## src/core/lpw_pkg.sv

```systemverilog
// Shared constants for the low-power mode and wakeup controller.
// Assumes a single always-on clock hclk that keeps running in every mode;
// gating of the CPU, memory and system clocks is done outside from the enables.

package lpw_pkg;

  // ----------------------------------------------------------------
  // Register byte offsets on the AHB-Lite slave
  // ----------------------------------------------------------------
  localparam logic [7:0] OFS_CTRL   = 8'h00; // Peripheral mode programming
  localparam logic [7:0] OFS_EDGE   = 8'h04; // Edge port configuration
  localparam logic [7:0] OFS_FLAG   = 8'h08; // Edge flags, write one to clear
  localparam logic [7:0] OFS_STATUS = 8'h0C; // Controller state, read only

  // ----------------------------------------------------------------
  // Control register field positions
  // ----------------------------------------------------------------
  localparam int CTL_WDOG_WAIT = 0;  // Watchdog freezes in wait
  localparam int CTL_WDOG_DOZE = 1;  // Watchdog freezes in doze
  localparam int CTL_PIT_DOZE  = 2;  // Two bits, periodic timers freeze in doze
  localparam int CTL_SCI_DOZE  = 4;  // Two bits, async ports freeze in doze
  localparam int CTL_SPI_DOZE  = 6;  // Serial port gates its clocks in doze
  localparam int CTL_SPE       = 7;  // Serial port enable
  localparam int CTL_CONV_HALT = 8;  // Converter halt
  localparam int CTL_TIM_RUN   = 9;  // Timer run
  localparam int CTL_PACC_EN   = 10; // Pulse accumulator enable
  localparam int CTL_W         = 11; // Implemented control width
  localparam logic [10:0] CTL_RST = 11'h000;

  // ----------------------------------------------------------------
  // Edge register field positions (one byte per field)
  // ----------------------------------------------------------------
  localparam int EDG_EN   = 0;  // Pin interrupt enable
  localparam int EDG_MODE = 8;  // 1 edge detect, 0 low-level detect
  localparam int EDG_RISE = 16; // Edge polarity: 1 rising, 0 falling
  localparam logic [23:0] EDG_RST = 24'h00_0000;

  // ----------------------------------------------------------------
  // Timing counts in hclk cycles
  // ----------------------------------------------------------------
  localparam logic [4:0] FLASH_WAKE_CYC = 5'h10; // Flash clocks before system clocks
  localparam logic [2:0] RST_QUAL_CYC   = 3'h4;  // Reset pin low time to qualify

  // ----------------------------------------------------------------
  // Low-power mode codes from the instruction decoder
  // ----------------------------------------------------------------
  localparam logic [1:0] MODE_RUN  = 2'h0;
  localparam logic [1:0] MODE_WAIT = 2'h1;
  localparam logic [1:0] MODE_DOZE = 2'h2;
  localparam logic [1:0] MODE_STOP = 2'h3;

  // ----------------------------------------------------------------
  // Controller states, one-hot
  // ----------------------------------------------------------------
  typedef enum logic [4:0] {
    ST_RUN   = 5'b0_0001, // Normal operation
    ST_ENTER = 5'b0_0010, // Entry in progress
    ST_LOWP  = 5'b0_0100, // Resting in the selected mode
    ST_FWAKE = 5'b0_1000, // Flash-only clocking after stop
    ST_DEBUG = 5'b1_0000  // Debug session interrupting a mode
  } lpw_state_t;

endpackage : lpw_pkg

```

## src/core/lpw_ctrl.sv

```systemverilog
// Low-power mode sequencer, wakeup logic and peripheral mode controls.
// Assumes hclk is always-on; gated clocks are built outside from the
// registered enables with latch-based gates; interrupt sources are levels.
//
// Contract
// - Test-access logic never causes a wakeup
// - Interrupt path to processor purely combinational; pin edges here go via synchronisers and flags
// - Fast request wakes only with allow bit
// - Normal request wakes with both enable bits
// - Wait/doze: pins wake on edge or level
// - Stop: edge detect off, level only
// - RAM off in low power, instant return
// - Flash low power when idle, no delay
// - Converter runs, may wake in wait/doze
// - Stop or halt bit freezes converter, aborts
// - Converter resumes; software waits before converting
// - Watchdog freezes in stop, programmable wait/doze
// - Unfrozen watchdog reset ends low power
// - Periodic timers freeze in stop, programmable doze
// - Serial port: wait runs, doze programmable
// - Serial port off in stop or disabled
// - Async ports freeze in stop, programmable doze
// - Run/accumulator bits disable timer functions
// - Capture timers freeze only in stop
// - Debug request ends mode, mode re-entered after
// - Interrupt wake goes straight to service
// - Modes applied at instruction; core/memories stopped
// - Instruction idles core, stop holds clock low
// - Wait/doze gate core/memory clocks only
// - Stop wake: sixteen flash clocks first
// - Reset pin qualified over four clocks
//
// Added by the designer: the placing of the registers and the AHB-Lite interface to the registers.

`timescale 1ns/1ps

module lpw_ctrl #(
  parameter int NPIN = 8,  // External interrupt pins
  parameter int NFST = 4,  // Fast interrupt sources
  parameter int NNRM = 16  // Normal interrupt sources
) (
  // Clock and reset
  input  wire logic            hclk,
  input  wire logic            hresetn,
  // AHB-Lite slave
  input  wire logic            hsel,
  input  wire logic [31:0]     haddr,
  input  wire logic [1:0]      htrans,
  input  wire logic            hwrite,
  input  wire logic [2:0]      hsize,
  input  wire logic [31:0]     hwdata,
  input  wire logic            hready,
  output logic                 hreadyout,
  output logic                 hresp,
  output logic [31:0]          hrdata,
  // Processor side
  input  wire logic            lp_req,
  input  wire logic [1:0]      lp_mode,
  input  wire logic            fast_irq_allow_bit,
  input  wire logic            irq_enable_bit,
  input  wire logic            exception_enable_bit,
  input  wire logic            flash_access,
  output logic                 cpu_fast_irq,
  output logic                 cpu_norm_irq,
  output logic                 irq_service,
  output logic                 chip_reset_req,
  // Interrupt and wakeup sources
  input  wire logic [NFST-1:0] fast_irq_src,
  input  wire logic [NNRM-1:0] norm_irq_src,
  input  wire logic [NPIN-1:0] ext_irq_pin,
  input  wire logic            debug_req,
  input  wire logic            halt_request_pin_n,
  input  wire logic            reset_pin_n,
  input  wire logic            wdog_timeout,
  // Clock enables
  output logic                 cpu_clk_en,
  output logic                 ram_en,
  output logic                 flash_clk_en,
  output logic                 flash_low_power,
  output logic                 sys_clk_en,
  // Peripheral mode controls
  output logic                 wdog_freeze,
  output logic [1:0]           pit_freeze,
  output logic [1:0]           sci_freeze,
  output logic                 spi_enable,
  output logic                 spi_clkgen_off,
  output logic                 conv_freeze,
  output logic                 conv_abort,
  output logic                 tim_freeze,
  output logic                 tim_run,
  output logic                 pacc_run
);

  // ----------------------------------------------------------------
  // State record
  // ----------------------------------------------------------------
  localparam int SW = NPIN + 3; // Pins plus debug, halt, reset pin
  localparam logic [SW-1:0] SYNC_RST = {2'b11, 1'b0, {NPIN{1'b1}}}; // Idle levels

  typedef struct packed {
    lpw_pkg::lpw_state_t st;        // Sequencer state
    logic [1:0]          mode;      // Latched low-power mode
    logic [4:0]          cnt;       // Flash wake counter
    logic                pend;      // Wake seen during entry
    logic                by_irq;    // Wake cause was an interrupt
    logic [2:0]          rcnt;      // Reset pin low counter
    logic [SW-1:0]       s1;        // Synchroniser stage 1
    logic [SW-1:0]       s2;        // Synchroniser stage 2
    logic [SW-1:0]       s3;        // Synchroniser stage 3
    logic [SW-1:0]       filt;      // Agreed input levels
    logic [NPIN-1:0]     eflag;     // Sticky edge flags
    logic [lpw_pkg::CTL_W-1:0] ctl; // Control register
    logic [23:0]         edg;       // Edge configuration
    logic                dsel;      // Write pending in data phase
    logic [7:0]          dadr;      // Address of pending write
    logic [31:0]         rdat;      // Read data for data phase
    logic                cfz_d;     // Converter freeze, delayed
    logic                svc;       // Service pulse
    logic                rst_o;     // Qualified reset pulse
    logic                cpu_en;    // Core clock enable
    logic                flash_en;  // Flash clock enable
    logic                sys_en;    // System clock enable
  } lpw_reg_t;

  lpw_reg_t r_r;   // Current state
  lpw_reg_t r_nxt; // Next state

  // ----------------------------------------------------------------
  // Helpers
  // ----------------------------------------------------------------
  // Effective mode seen by peripherals for a given state and mode
  function automatic logic [1:0] eff_mode(input lpw_pkg::lpw_state_t st,
                                          input logic [1:0] mode);
    eff_mode = (st == lpw_pkg::ST_ENTER || st == lpw_pkg::ST_LOWP ||
                st == lpw_pkg::ST_FWAKE) ? mode : lpw_pkg::MODE_RUN;
  endfunction : eff_mode

  // ----------------------------------------------------------------
  // Combinational wake paths
  // ----------------------------------------------------------------
  logic [1:0]      mode_e;    // Current effective mode
  logic            in_stop;   // Stop mode active
  logic            in_wait;   // Wait mode active
  logic            in_doze;   // Doze mode active
  logic [NPIN-1:0] lvl_irq;   // Low-level pin requests
  logic            pin_irq;   // Edge port request
  logic            wake_irq;  // Interrupt that may wake
  logic            dbg_any;   // Debug entry requested
  logic            wdog_rst;  // Watchdog reset allowed
  logic            rst_stop;  // Reset pin during stop

  assign mode_e  = eff_mode(r_r.st, r_r.mode);
  assign in_stop = (mode_e == lpw_pkg::MODE_STOP);
  assign in_wait = (mode_e == lpw_pkg::MODE_WAIT);
  assign in_doze = (mode_e == lpw_pkg::MODE_DOZE);

  // Level detect uses the raw pin; no clock exists for it in stop
  assign lvl_irq = r_r.edg[lpw_pkg::EDG_EN +: NPIN] & ~r_r.edg[lpw_pkg::EDG_MODE +: NPIN]
                   & ~ext_irq_pin;
  assign pin_irq = |(lvl_irq | (r_r.eflag & r_r.edg[lpw_pkg::EDG_EN +: NPIN]));

  // No flop between the fast and normal sources or the level pins and the request lines; edge flags are registered
  assign cpu_fast_irq = |fast_irq_src;
  assign cpu_norm_irq = (|norm_irq_src) | pin_irq;

  assign wake_irq = (cpu_fast_irq & fast_irq_allow_bit)
                  | (cpu_norm_irq & irq_enable_bit & exception_enable_bit);

  // Debug port request and halt pin only; test-access logic has no input here
  assign dbg_any  = r_r.filt[NPIN] | ~r_r.filt[NPIN+1];
  assign wdog_rst = wdog_timeout & ~wdog_freeze;

  // In stop the pin is not synchronised: it resets asynchronously
  assign rst_stop = in_stop & ~reset_pin_n;
  assign chip_reset_req = r_r.rst_o | wdog_rst | rst_stop;

  // ----------------------------------------------------------------
  // Next-state logic
  // ----------------------------------------------------------------
  always_comb
  begin
    logic            wake;    // Any wake condition
    logic            wr_hit;  // Data-phase write
    logic            rd_go;   // Address-phase read
    logic [NPIN-1:0] pin_now; // Filtered pins, this cycle
    logic [NPIN-1:0] pin_old; // Filtered pins, previous
    logic [NPIN-1:0] edge_ev; // Configured edges seen
    logic [NPIN-1:0] clr;     // Flags cleared by software
    logic [1:0]      mode_n;  // Mode for next cycle
    logic            stop_n;  // Stop in next cycle
    r_nxt   = r_r;
    wake    = wake_irq | dbg_any;
    wr_hit  = r_r.dsel;
    rd_go   = hsel & hready & htrans[1] & ~hwrite;
    clr     = '0;
    {pin_old, pin_now, edge_ev, mode_n, stop_n} = '0;

    // Three-stage synchronisers; a change counts when stages 2 and 3 agree
    r_nxt.s1 = {reset_pin_n, halt_request_pin_n, debug_req, ext_irq_pin};
    r_nxt.s2 = r_r.s1;
    r_nxt.s3 = r_r.s2;
    for (int i = 0; i < SW; i++)
    begin
      if (r_r.s2[i] == r_r.s3[i])
        r_nxt.filt[i] = r_r.s3[i];
    end

    // Edge detection is clockless in stop, so it is disabled there
    pin_old = r_r.filt[NPIN-1:0];
    pin_now = r_nxt.filt[NPIN-1:0];
    edge_ev = r_r.edg[lpw_pkg::EDG_MODE +: NPIN]
            & ((r_r.edg[lpw_pkg::EDG_RISE +: NPIN] & ~pin_old & pin_now)
            | (~r_r.edg[lpw_pkg::EDG_RISE +: NPIN] & pin_old & ~pin_now));
    if (in_stop)
      edge_ev = '0;

    // Reset pin qualification; applies in run, wait and doze
    r_nxt.rst_o = 1'b0;
    if (r_r.filt[NPIN+2])
      r_nxt.rcnt = '0;
    else if (r_r.rcnt != lpw_pkg::RST_QUAL_CYC)
    begin
      r_nxt.rcnt = r_r.rcnt + 3'h1;
      r_nxt.rst_o = (r_r.rcnt == lpw_pkg::RST_QUAL_CYC - 3'h1);
    end

    // Register write in data phase
    if (wr_hit)
    begin
      unique case (r_r.dadr)
        lpw_pkg::OFS_CTRL: r_nxt.ctl = hwdata[lpw_pkg::CTL_W-1:0];
        lpw_pkg::OFS_EDGE: r_nxt.edg = hwdata[23:0];
        lpw_pkg::OFS_FLAG: clr = hwdata[NPIN-1:0];
        default: ;
      endcase
    end
    // A new edge wins over a clear in the same cycle
    r_nxt.eflag = (r_r.eflag & ~clr) | edge_ev;

    // Address phase capture; reads answer from a flop next cycle
    r_nxt.dsel = hsel & hready & htrans[1] & hwrite;
    if (hsel & hready & htrans[1])
      r_nxt.dadr = {haddr[7:2], 2'b00};
    if (rd_go)
    begin
      unique case ({haddr[7:2], 2'b00})
        lpw_pkg::OFS_CTRL:   r_nxt.rdat = 32'(r_r.ctl);
        lpw_pkg::OFS_EDGE:   r_nxt.rdat = {8'h00, r_r.edg};
        lpw_pkg::OFS_FLAG:   r_nxt.rdat = 32'(r_r.eflag);
        lpw_pkg::OFS_STATUS: r_nxt.rdat = {16'h0000, 8'(r_r.filt[NPIN-1:0]),
                                           r_r.pend, r_r.mode, r_r.st};
        default:             r_nxt.rdat = 32'h0000_0000;
      endcase
    end

    // Sequencer
    r_nxt.svc = 1'b0;
    unique case (r_r.st)
      lpw_pkg::ST_RUN:
      begin
        // Mode is applied as the instruction executes
        if (lp_req && lp_mode != lpw_pkg::MODE_RUN)
        begin
          r_nxt.st   = lpw_pkg::ST_ENTER;
          r_nxt.mode = lp_mode;
          r_nxt.pend = 1'b0;
        end
      end
      lpw_pkg::ST_ENTER:
      begin
        // Entry is not abandoned; a wake here is kept for later
        r_nxt.pend   = wake;
        r_nxt.by_irq = wake_irq & ~dbg_any;
        r_nxt.st     = lpw_pkg::ST_LOWP;
      end
      lpw_pkg::ST_LOWP:
      begin
        if (wake | r_r.pend)
        begin
          r_nxt.pend = 1'b0;
          if (!r_r.pend)
            r_nxt.by_irq = wake_irq & ~dbg_any;
          if (dbg_any)
            r_nxt.st = lpw_pkg::ST_DEBUG;
          else if (r_r.mode == lpw_pkg::MODE_STOP)
          begin
            r_nxt.st  = lpw_pkg::ST_FWAKE;
            r_nxt.cnt = '0;
          end
          else
          begin
            r_nxt.st  = lpw_pkg::ST_RUN;
            r_nxt.svc = r_r.pend ? r_r.by_irq : wake_irq;
          end
        end
      end
      lpw_pkg::ST_FWAKE:
      begin
        // Flash is clocked alone until its recovery count is done
        r_nxt.cnt = r_r.cnt + 5'h01;
        if (r_r.cnt == lpw_pkg::FLASH_WAKE_CYC - 5'h01)
        begin
          r_nxt.st  = lpw_pkg::ST_RUN;
          r_nxt.svc = r_r.by_irq;
        end
      end
      lpw_pkg::ST_DEBUG:
      begin
        // Leaving debug returns to the interrupted mode, settings kept
        if (!dbg_any)
          r_nxt.st = lpw_pkg::ST_ENTER;
      end
    endcase

    // Any reset source ends the mode
    if (chip_reset_req)
    begin
      r_nxt.st   = lpw_pkg::ST_RUN;
      r_nxt.pend = 1'b0;
    end

    // Clock enables follow the next state, so they only change at an edge
    mode_n = eff_mode(r_nxt.st, r_nxt.mode);
    stop_n = (mode_n == lpw_pkg::MODE_STOP);
    r_nxt.cpu_en   = (mode_n == lpw_pkg::MODE_RUN);
    r_nxt.flash_en = r_nxt.cpu_en | (r_nxt.st == lpw_pkg::ST_FWAKE);
    r_nxt.sys_en   = ~stop_n;
    r_nxt.cfz_d    = conv_freeze;
  end

  // ----------------------------------------------------------------
  // State register
  // ----------------------------------------------------------------
  always_ff @(posedge hclk or negedge hresetn)
  begin
    if (!hresetn)
    begin
      r_r          <= '0;
      r_r.st       <= lpw_pkg::ST_RUN;
      r_r.s1       <= SYNC_RST;
      r_r.s2       <= SYNC_RST;
      r_r.s3       <= SYNC_RST;
      r_r.filt     <= SYNC_RST;
      r_r.ctl      <= lpw_pkg::CTL_RST;
      r_r.edg      <= lpw_pkg::EDG_RST;
      r_r.cpu_en   <= 1'b1;
      r_r.flash_en <= 1'b1;
      r_r.sys_en   <= 1'b1;
    end
    else
      r_r <= r_nxt;
  end

  // ----------------------------------------------------------------
  // Outputs
  // ----------------------------------------------------------------
  // Zero-wait slave, always OKAY
  assign hreadyout = 1'b1;
  assign hresp     = 1'b0;
  assign hrdata    = r_r.rdat;

  assign irq_service  = r_r.svc;
  assign cpu_clk_en   = r_r.cpu_en;
  assign ram_en       = r_r.cpu_en;
  assign flash_clk_en = r_r.flash_en;
  // Flash rests whenever not addressed, so wake needs no extra delay
  assign flash_low_power = ~(r_r.flash_en & flash_access);
  assign sys_clk_en   = r_r.sys_en;

  // Peripheral freezes are levels; released freezes resume from held state
  assign wdog_freeze = in_stop
                     | (in_wait & r_r.ctl[lpw_pkg::CTL_WDOG_WAIT])
                     | (in_doze & r_r.ctl[lpw_pkg::CTL_WDOG_DOZE]);

  genvar g;
  generate
    for (g = 0; g < 2; g++)
    begin : g_dual
      assign pit_freeze[g] = in_stop | (in_doze & r_r.ctl[lpw_pkg::CTL_PIT_DOZE + g]);
      assign sci_freeze[g] = in_stop | (in_doze & r_r.ctl[lpw_pkg::CTL_SCI_DOZE + g]);
    end
  endgenerate

  // Gated clock generation stops master shifts; slave bytes use the
  // external clock and still finish
  assign spi_enable     = r_r.ctl[lpw_pkg::CTL_SPE] & ~in_stop;
  assign spi_clkgen_off = ~spi_enable
                        | (in_doze & r_r.ctl[lpw_pkg::CTL_SPI_DOZE]);

  // Converter runs through wait and doze; it has no settle timer here
  assign conv_freeze = in_stop | r_r.ctl[lpw_pkg::CTL_CONV_HALT];
  assign conv_abort  = conv_freeze & ~r_r.cfz_d;

  // Capture timers ignore wait and doze; a reset clears them anyway
  assign tim_freeze = in_stop;
  assign tim_run    = r_r.ctl[lpw_pkg::CTL_TIM_RUN];
  assign pacc_run   = r_r.ctl[lpw_pkg::CTL_PACC_EN];

endmodule : lpw_ctrl

```

## config.mk

```make
export PLATFORM = sky130hd
export DESIGN_NAME = lpw_ctrl
export DESIGN_NICKNAME = d
export VERILOG_FILES = /design/src/core/lpw_pkg.sv /design/src/core/lpw_ctrl.sv
export SDC_FILE = /design/constraint.sdc
export NUM_CORES = 1
export LEC_CHECK = 0
export BUFFER_PORTS_ARGS = -buffer_cell sky130_fd_sc_hd__buf_2
export CORE_MARGIN = 2
export CORE_UTILIZATION = 45
export DETAILED_ROUTE_END_ITERATION = 10
export PLACE_DENSITY = 0.69
export SLEW_MARGIN = 20
export SYNTH_ARGS = -nofsm -noshare
export SYNTH_HDL_FRONTEND = slang
export SYNTH_SLANG_ARGS = --single-unit
export TNS_END_PERCENT = 20
```

## constraint.sdc

```tcl
create_clock -name hclk -period 5.18 [get_ports hclk]
set_input_delay 1.036 -clock hclk [delete_from_list [all_inputs] [get_ports hclk]]
set_output_delay 1.036 -clock hclk [all_outputs]
set_load 0.02 [all_outputs]
```

After elaboration in Yosys (flattened, before gate mapping):

Cells that the tools add are included.

* add/sub/neg operators: 2
* equal/unequal tests: 38
* mux-type cells: 42
* bitwise gates (word level): 64
* reduce and logical (&&, ||, !) cells: 21

Operator list (count)
* 24-bit one-hot mux with 4 select lines: 1
* 8-bit bitwise AND: 9
* 8-bit NOT: 6
* 5-bit two-way mux: 7
* 5-bit one-hot mux with 5 select lines: 1
* 8-bit two-way mux: 3
* 8-bit bitwise OR: 3
* 1-bit bitwise AND: 20
* 6-bit by 2-bit equality test with 1-bit output (second input constant): 3
* 1-bit two-way mux: 18
* 1-bit bitwise OR: 16
* 16-bit OR reduction: 1
* 5-bit by 4-bit equality test with 1-bit output (second input constant): 3
* 7-bit two-way mux: 2
* 6-bit by 1-bit equality test with 1-bit output (second input constant): 2
* 1-bit equality test: 11
* 5-bit by 2-bit equality test with 1-bit output (second input constant): 2
* 5-bit by 3-bit equality test with 1-bit output (second input constant): 2
* 1-bit NOT: 10
* 5-bit one-hot mux with 2 select lines: 1
* 2-bit equality test (second input constant): 4
* 8-bit zero test: 1
* 2-bit nonzero test: 4
* 8-bit OR reduction: 1
* 24 further kinds: 36

* flip-flop bits (word level): 149
* output and inout port bits: 55
* word-level logic and storage cells: 192

Logic depth before layout (Yosys ltp):

Gate-level depths: netlist of run 1.

* word-level depth: 20
* mapped depth: 9
* depth with buffers taken out: 7

Least setup slack after synthesis of run 1:

Ideal clock, no wire load.

* path type: input -> output
* start: input norm_irq_src[2]
* end: output cpu_norm_irq
* arrival: 2002 ps
* data required time: 4144 ps
* slack: 2142 ps
* cell stages on the path: 4
* buffers on the path: 0
* cell sequence: nor4_1 > and4_1 > nand4_1 > or2_2

* longest elaborated chain between the ends: 2

Ends and longest elaborated chain
* start: declaration: RTL line lpw_ctrl.sv:69 `input wire logic [NNRM-1:0] norm_irq_src,`
* 16-bit OR reduction: RTL line lpw_ctrl.sv:164 `assign cpu_norm_irq = (|norm_irq_src) | pin_irq;`
* 1-bit bitwise OR: RTL line lpw_ctrl.sv:164
* end: declaration: RTL line lpw_ctrl.sv:64 `output logic cpu_norm_irq,`

Every way passes these cells.

Worst setup path after layout of run 1:

* start: register r_r[149] in the netlist's numbering
* end: output chip_reset_req

* longest elaborated chain between the ends: 12

Ends and longest elaborated chain
* start: declaration: RTL line lpw_ctrl.sv:125 `lpw_reg_t r_r;`
* start signal: assignment: RTL line lpw_ctrl.sv:351 `r_r <= r_nxt;`
* 5-bit by 2-bit equality test with 1-bit output / 5-bit by 3-bit equality test with 1-bit output (equally long branches): RTL line lpw_ctrl.sv:134 `eff_mode = (st == lpw_pkg::ST_ENTER || st == lpw_pkg::ST_LOWP ||`
* 1-bit logical OR: RTL line lpw_ctrl.sv:134
* 1-bit logical OR (*): RTL line lpw_ctrl.sv:134
* 2-bit two-way mux (*): RTL line lpw_ctrl.sv:135 `st == lpw_pkg::ST_FWAKE) ? mode : lpw_pkg::MODE_RUN;`
* 2-bit by 1-bit equality test with 1-bit output: RTL line lpw_ctrl.sv:154 `assign in_wait = (mode_e == lpw_pkg::MODE_WAIT);`
* 1-bit bitwise AND: RTL line lpw_ctrl.sv:372 `| (in_wait & r_r.ctl[lpw_pkg::CTL_WDOG_WAIT])`
* 1-bit bitwise OR: RTL line lpw_ctrl.sv:372
* 1-bit bitwise OR: RTL line lpw_ctrl.sv:373 `| (in_doze & r_r.ctl[lpw_pkg::CTL_WDOG_DOZE]);`
* 1-bit NOT: RTL line lpw_ctrl.sv:171 `assign wdog_rst = wdog_timeout & ~wdog_freeze;`
* 1-bit bitwise AND: RTL line lpw_ctrl.sv:171
* 1-bit bitwise OR: RTL line lpw_ctrl.sv:175 `assign chip_reset_req = r_r.rst_o | wdog_rst | rst_stop;`
* 1-bit bitwise OR (*): RTL line lpw_ctrl.sv:175
* end: declaration: RTL line lpw_ctrl.sv:66 `output logic chip_reset_req,`

Every way passes the cells marked *; elsewhere a longest branch is shown, timed or not.

==> impl_metrics.yaml, run 1 <==
global_route:
  grt_max_degree: 101
  track_usage: 0.202
  grt_pass1_vias: 4454
  grt_pass1_wl_mm: 23.0
  antenna_found_initial: 0
  globalRoute.totalOverflow: 0
placed_design:
  dp_cells: 783
  place_congestion: 0.865
  io_buffers: 119
  placedInstanceArea_mm2: 0.00693
  dpl.hpwl_mm: 10.0
layout:
  fin_util: 0.542
  nNetsFinal: 740
  syn2layout_area_growth_pct: 17.8
  postLayoutCellArea_mm2: 0.00753
  layout-drive-gt1-share: 0.367
  fillCellCount: 1168
  diodes: 0
  stdcell_count: 815
clocking:
  cts_buffers: 17
  numClockSinks: 141
  cts.path.max_buffers: 2
  clock_latency_ns: 0.42
  cts_max_level: 4
  clk_pin_slew_ns: 0.06
  ctsHoldBuffers: 0
  cts_resized: 0
  cts_tree: "built"
  postCtsSetupBuffers: 0
  root_buffer: "clkbuf_16"
die:
  rows: 43
  fp.dieW_um: 123
  core_area_mm2: 0.0139
  ioPinCount: 168
  die-height_um: 123
  start_util: 0.460
  die-area_mm2: 0.0152
timing:
  holdWs_ns: 0.356
  fmax_mhz: 282
  final.setup_skew_ns: 0.00762
  max_slew.worst_pin.slew_ns: 0.896
  setup_viol: 0
  drv_slew: 0
  period_minus_slack_ns: 3.55
  max-slew-margin-rel: 0.403
  hold_violations: 0
  rsz0062_at_grt: "false"
  tns_ns: 0
  fin_crit_sh: 0.686
worst_hold_path:
  hold_path.class: "reg2reg"
synthesis:
  ys_warn_count: 0
  syn_area_per_cell_um2: 12.2
  yosys-top-cells-area: "dfrtp_1 38%, dfstp_2 18%, mux2_1 5.3%"
  yosys_register_bits: 141
  syn_area_mm2: 0.00639
  synth_edf_count: 0
  netlist_instances: 524
  synth_ff_type: "dfrtp_1"
  synth_top_area_cell: "dfrtp_1"
  async_flop_share: 1.00
  yosys-top-cells-count: "97 x dfrtp_1, 44 x dfstp_2, 42 x nand2_1"
  yosysMostFrequentCell: "dfrtp_1"
  yosysSeqAreaShare: 0.561
  synth_top_area_frac: 0.380
  synth.distinct_cells: 64
setup_path:
  crit_chain: "xor2_1, mux2_2, nand4_1, o21ai_1, buf_2"
  critPathArrivalTime_ns: 2.52
  slowest_delay_ns: 0.61
  required_ns: 4.14
  end_kind: "output port"
  slowest_stage: "o21ai_1"
  path_max_fanout: 10
  critPathLaunchType: "flop"
  path_class: "reg2out"
route:
  antenna_left: 0
  routed_via_density: 5.40
  drc: 0
  routedWlPerCell_um: 17.3
  num_vias: 4398
  routed_wl_mm: 14.1
  first_pass_iters: 4
  drtIter0Drc: 371
power_and_ir_drop:
  p_leak_nw: 3.61
  power.density_mw_per_mm2: 390
  ir_drop_mv: 0.235
job:
  maxCapViolations: 0
status:
  outcome: "completed"
-- routing by layer --
metal / part of all wire / wire (um) / global-route usage
met5: 0 / 0 / 0
met4: 0.024 / 333 / 0.0923
met3: 0.043 / 614 / 0.0470
met2: 0.50 / 7090 / 0.321
met1: 0.43 / 6070 / 0.264
-- power by group --
group	switching [W]	leakage, nW	total [W]	internal [W]
registers	0.000112	1.72	0.00134	0.00123
clock network	0.000440	0.288	0.00121	0.000773
logic	0.000208	1.60	0.000386	0.000178
total	0.000760	3.61	0.00294	0.00218
-- cell families (layout without fill, tap and decap cells) --
| kind of cell | Yosys count | after routing | share of synthesized area |
|---|---|---|---|
| buffers and inverters | 62 | 165 | 0.0609 |
| DFF | 141 | 141 | 0.561 |
| other | 2 | 10 | 0.00118 |
| AOI/OAI and AO/OA | 86 | 86 | 0.0927 |
| adders and majority gates | 16 | 16 | 0.0270 |
| muxes | 61 | 61 | 0.120 |
| xor gates and xnor gates | 6 | 6 | 0.00823 |
| and+or+nand+nor | 150 | 150 | 0.129 |
-- placed cells by master (no fill, tap or decap), types with 6 or more instances in the layout --
cell type  netlist  routed
o21ai_0         33      33
nor4_1           7       7
mux4_2           8       8
nor4b_1          8       8
and4b_1          9       9
a22o_1          16      16
dfrtp_1         97      97
mux2_1          30      30
mux2_2          14      14
nor2_1          36      36
nand2_1         42      42
nand4_1          6       6
clkbuf_16        0      17
dfstp_2         44      44
inv_1            8       8
nand3_1          9       9
mux2i_1          9       9
buf_2            5     118
conb_1           2      10
o21ai_1          9       9
maj3_1          11      11
-- final cells by class --
| cell class | instances | area, um^2 | share of cell area |
|---|---|---|---|
| clock buffer | 27 | 513 | 0.0682 |
| sequential | 141 | 3580 | 0.476 |
| clock inverter | 5 | 81.3 | 0.0108 |
| multi-input combinational | 329 | 2450 | 0.326 |
| inverter | 10 | 37.5 | 0.00499 |
| tap | 180 | 225 | 0.0299 |
| timing repair buffer | 123 | 632 | 0.0839 |
-- registers in the layout, summed over array words and instances, names as in the netlist --
signal and count:
hrdata 24, sys_clk_en 1, irq_service 1, flash_clk_en 1
tim_run 1, pacc_run 1, r_r 89, r_nxt 22
cpu_clk_en 1
-- final timing paths --
| check | depth (start not counted) | start | to | slack, ns |
|---|---|---|---|---|
| worst max-delay path | 5 | r_r[149]$_DFF_PN0_ | chip_reset_req | 1.63 |
| worst min-delay path | 0 | r_nxt[117]$_DFF_PN1_ | r_nxt[106]$_DFF_PN1_ | 0.36 |
| worst max register to register | 7 | r_r[150]$_DFF_PN0_ | cpu_clk_en$_DFF_PN1_ | 2.81 |
| worst min register to register | 0 | r_nxt[117]$_DFF_PN1_ | r_nxt[106]$_DFF_PN1_ | 0.36 |
| max in group asynchronous | 2 | hresetn | r_r[100]$_DFFE_PN1N_ | 3.42 |
| min in group asynchronous | 1 | hresetn | r_r[109]$_DFF_PN0_ | 0.71 |
-- worst max-delay path, delay by kind of cell (launching register included) --
family          cells  cell delay (ns)
buf+inv             1             0.28
compound gates      1             0.61
mux                 1             0.20
flops               1             0.59
xor+xnor            1             0.18
simple gates        1             0.24
-- per-stage QoR --
stage / setup slack [ns] / total power [W]
finish: 1.63 / 0.00294
global route: 1.47 / 0.00307
CTS: 1.59 / 0.00296
detailed placement: 1.79 / 0.00174
global placement: 1.82 / 0.00172
floorplan: 2.14 / 0.00160
(Power assumes the default switching activity.)
==> run 2, diff against run 1 <==
==> constraint.sdc (replaced) <==
create_clock -name hclk -period 3.3 [get_ports hclk]
set_input_delay 0.66 -clock hclk [delete_from_list [all_inputs] [get_ports hclk]]
set_output_delay 0.66 -clock hclk [all_outputs]
set_load 0.02 [all_outputs]
==> run 2 against run 1 <==
Effect of this change:
- routed wire length increased by 2.4%
- cell count increased by 0.61%
- setup slack got worse by 1.2 ns
- cell area rose by 0.91%
- combinational power rose by 59%
- clock power grew 68%
- global-route usage is 0.39 points higher
- total power rose by 61%
- non-clock buffer count grew 5
- critical path depth increased by 1
- sequential share of layout area down 0.43 points
- clock skew about the same
- highest routed layer unchanged
==> impl_metrics.yaml, run 2 (synthesized netlist as in run 1, its figures left out) <==
clocking:
  clk_pin_slew_ns: 0.06
  cts_tree: "built"
  numClockSinks: 141
  cts.path.max_buffers: 2
  root_buffer: "clkbuf_16"
  clock_latency_ns: 0.43
  ctsHoldBuffers: 0
  postCtsSetupBuffers: 0
  cts_max_level: 4
  cts_resized: 0
  cts_buffers: 17
route:
  drc: 0
  routed_via_density: 5.41
  antenna_left: 0
  drtIter0Drc: 253
  first_pass_iters: 5
  routedWlPerCell_um: 17.6
  routed_wl_mm: 14.4
  num_vias: 4440
global_route:
  antenna_found_initial: 1
  grt_pass1_vias: 4625
  globalRoute.totalOverflow: 0
  grt_max_degree: 82
  grt_pass1_wl_mm: 23.5
  track_usage: 0.206
setup_path:
  critPathLaunchType: "flop"
  path_max_fanout: 10
  crit_chain: "xor2_1, mux2_2, nand4_1, o21ai_1, buf_4, buf_2"
  crit_family: "flip-flops"
  path_class: "reg2out"
  required_ns: 2.64
  critPathArrivalTime_ns: 2.21
  critPathBufInv: 2
  slowest_stage: "dfrtp_1"
  end_kind: "output port"
  slowest_delay_ns: 0.59
status:
  outcome: "completed"
power_and_ir_drop:
  p_leak_nw: 3.65
  power.density_mw_per_mm2: 624
  ir_drop_mv: 0.365
layout:
  nNetsFinal: 745
  largest_reg_flops: 89
  syn2layout_area_growth_pct: 18.9
  regArea_mm2: 0.00358
  top_register: "r_r"
  layout_common_cells: "118 x buf_2, 97 x dfrtp_1, 44 x dfstp_2"
  layout-drive-gt1-share: 0.377
  multi_input_area_mm2: 0.00245
  stdcell_count: 820
  fillCellCount: 1187
  layout_commonest_cell: "buf_2"
die:
  start_util: 0.460
  core_area_mm2: 0.0139
  die-area_mm2: 0.0152
  die-height_um: 123
  fp.dieW_um: 123
  ioPinCount: 168
  rows: 43
timing:
  final.setup_skew_ns: 0.00800
  max-slew-margin-rel: 0.527
  hold_violations: 0
  setup_viol: 0
  max_slew.worst_pin.slew_ns: 0.710
  fin_crit_sh: 0.870
  period_minus_slack_ns: 2.87
  fmax_mhz: 348
  drv_slew: 0
  tns_ns: 0
  rsz0062_at_grt: "false"
job:
  maxCapViolations: 0
placed_design:
  place_congestion: 0.829
  dp_cells: 788
  io_buffers: 119
  dpl.hpwl_mm: 10.3
worst_hold_path:
  hold_path.class: "in2async"
-- run 2: cell types whose count changed in the layout (fill, tap and decap cells not counted), sizes merged --
cell,delta
clkbuf,-9
clkinv,+2
bufinv,+2
buf,+5
inv,+3
diode,+1
clkinvlp,+1
-- run 2: final cells by class --
type,count,area share
repair buffers,128,0.0881
clock buffers,18,0.0578
diodes,1,0.000329
well taps,180,0.0296
clock inverters,13,0.0249
multi-input cells,329,0.323
flip-flops and latches,141,0.472
inverters,10,0.00494
-- run 2: power breakdown --
group          internal, W  switching (W)
Combinational     0.000285       0.000328
Sequential         0.00192       0.000178
Clock              0.00129       0.000740
-- run 2: worst paths after layout --
| kind | to | from | slack (ns) | cells past startpoint |
|---|---|---|---|---|
| setup / recovery | chip_reset_req | r_r[149]$_DFF_PN0_ | 0.43 | 6 |
| hold / removal | r_r[109]$_DFF_PN0_ | hresetn | 0.28 | 1 |
| setup reg to reg | sys_clk_en$_DFF_PN1_ | r_r[150]$_DFF_PN0_ | 0.93 | 7 |
| hold reg to reg | r_nxt[109]$_DFF_PN0_ | r_nxt[120]$_DFF_PN0_ | 0.35 | 0 |
| max in group asynchronous | r_r[108]$_DFF_PN1_ | hresetn | 2.21 | 2 |
| min in group hclk | r_nxt[121]$_DFF_PN1_ | halt_request_pin_n | 0.33 | 1 |
-- run 2: per-stage QoR --
step	hold slack [ns]	area [um^2]	worst slack (ns)	total power (W)	utilization
global route	0.318	7600	0.232	0.00495	0.547
global placement	0.333	6970	0.607	0.00270	0.502
detailed placement	0.336	6970	0.532	0.00274	0.502
finish	0.280	7600	0.429	0.00474	0.547
floorplan	0.331	6420	0.848	0.00251	-
CTS	0.293	7590	0.380	0.00477	0.547
-- run 2: metal layers --
metal,vias up,part of all wire,track usage
met1,2254,0.41,0.252
met3,18,0.050,0.0572
met4,0,0.015,0.0717
met5,-,0,0
met2,119,0.52,0.350
li1,2049,-,-
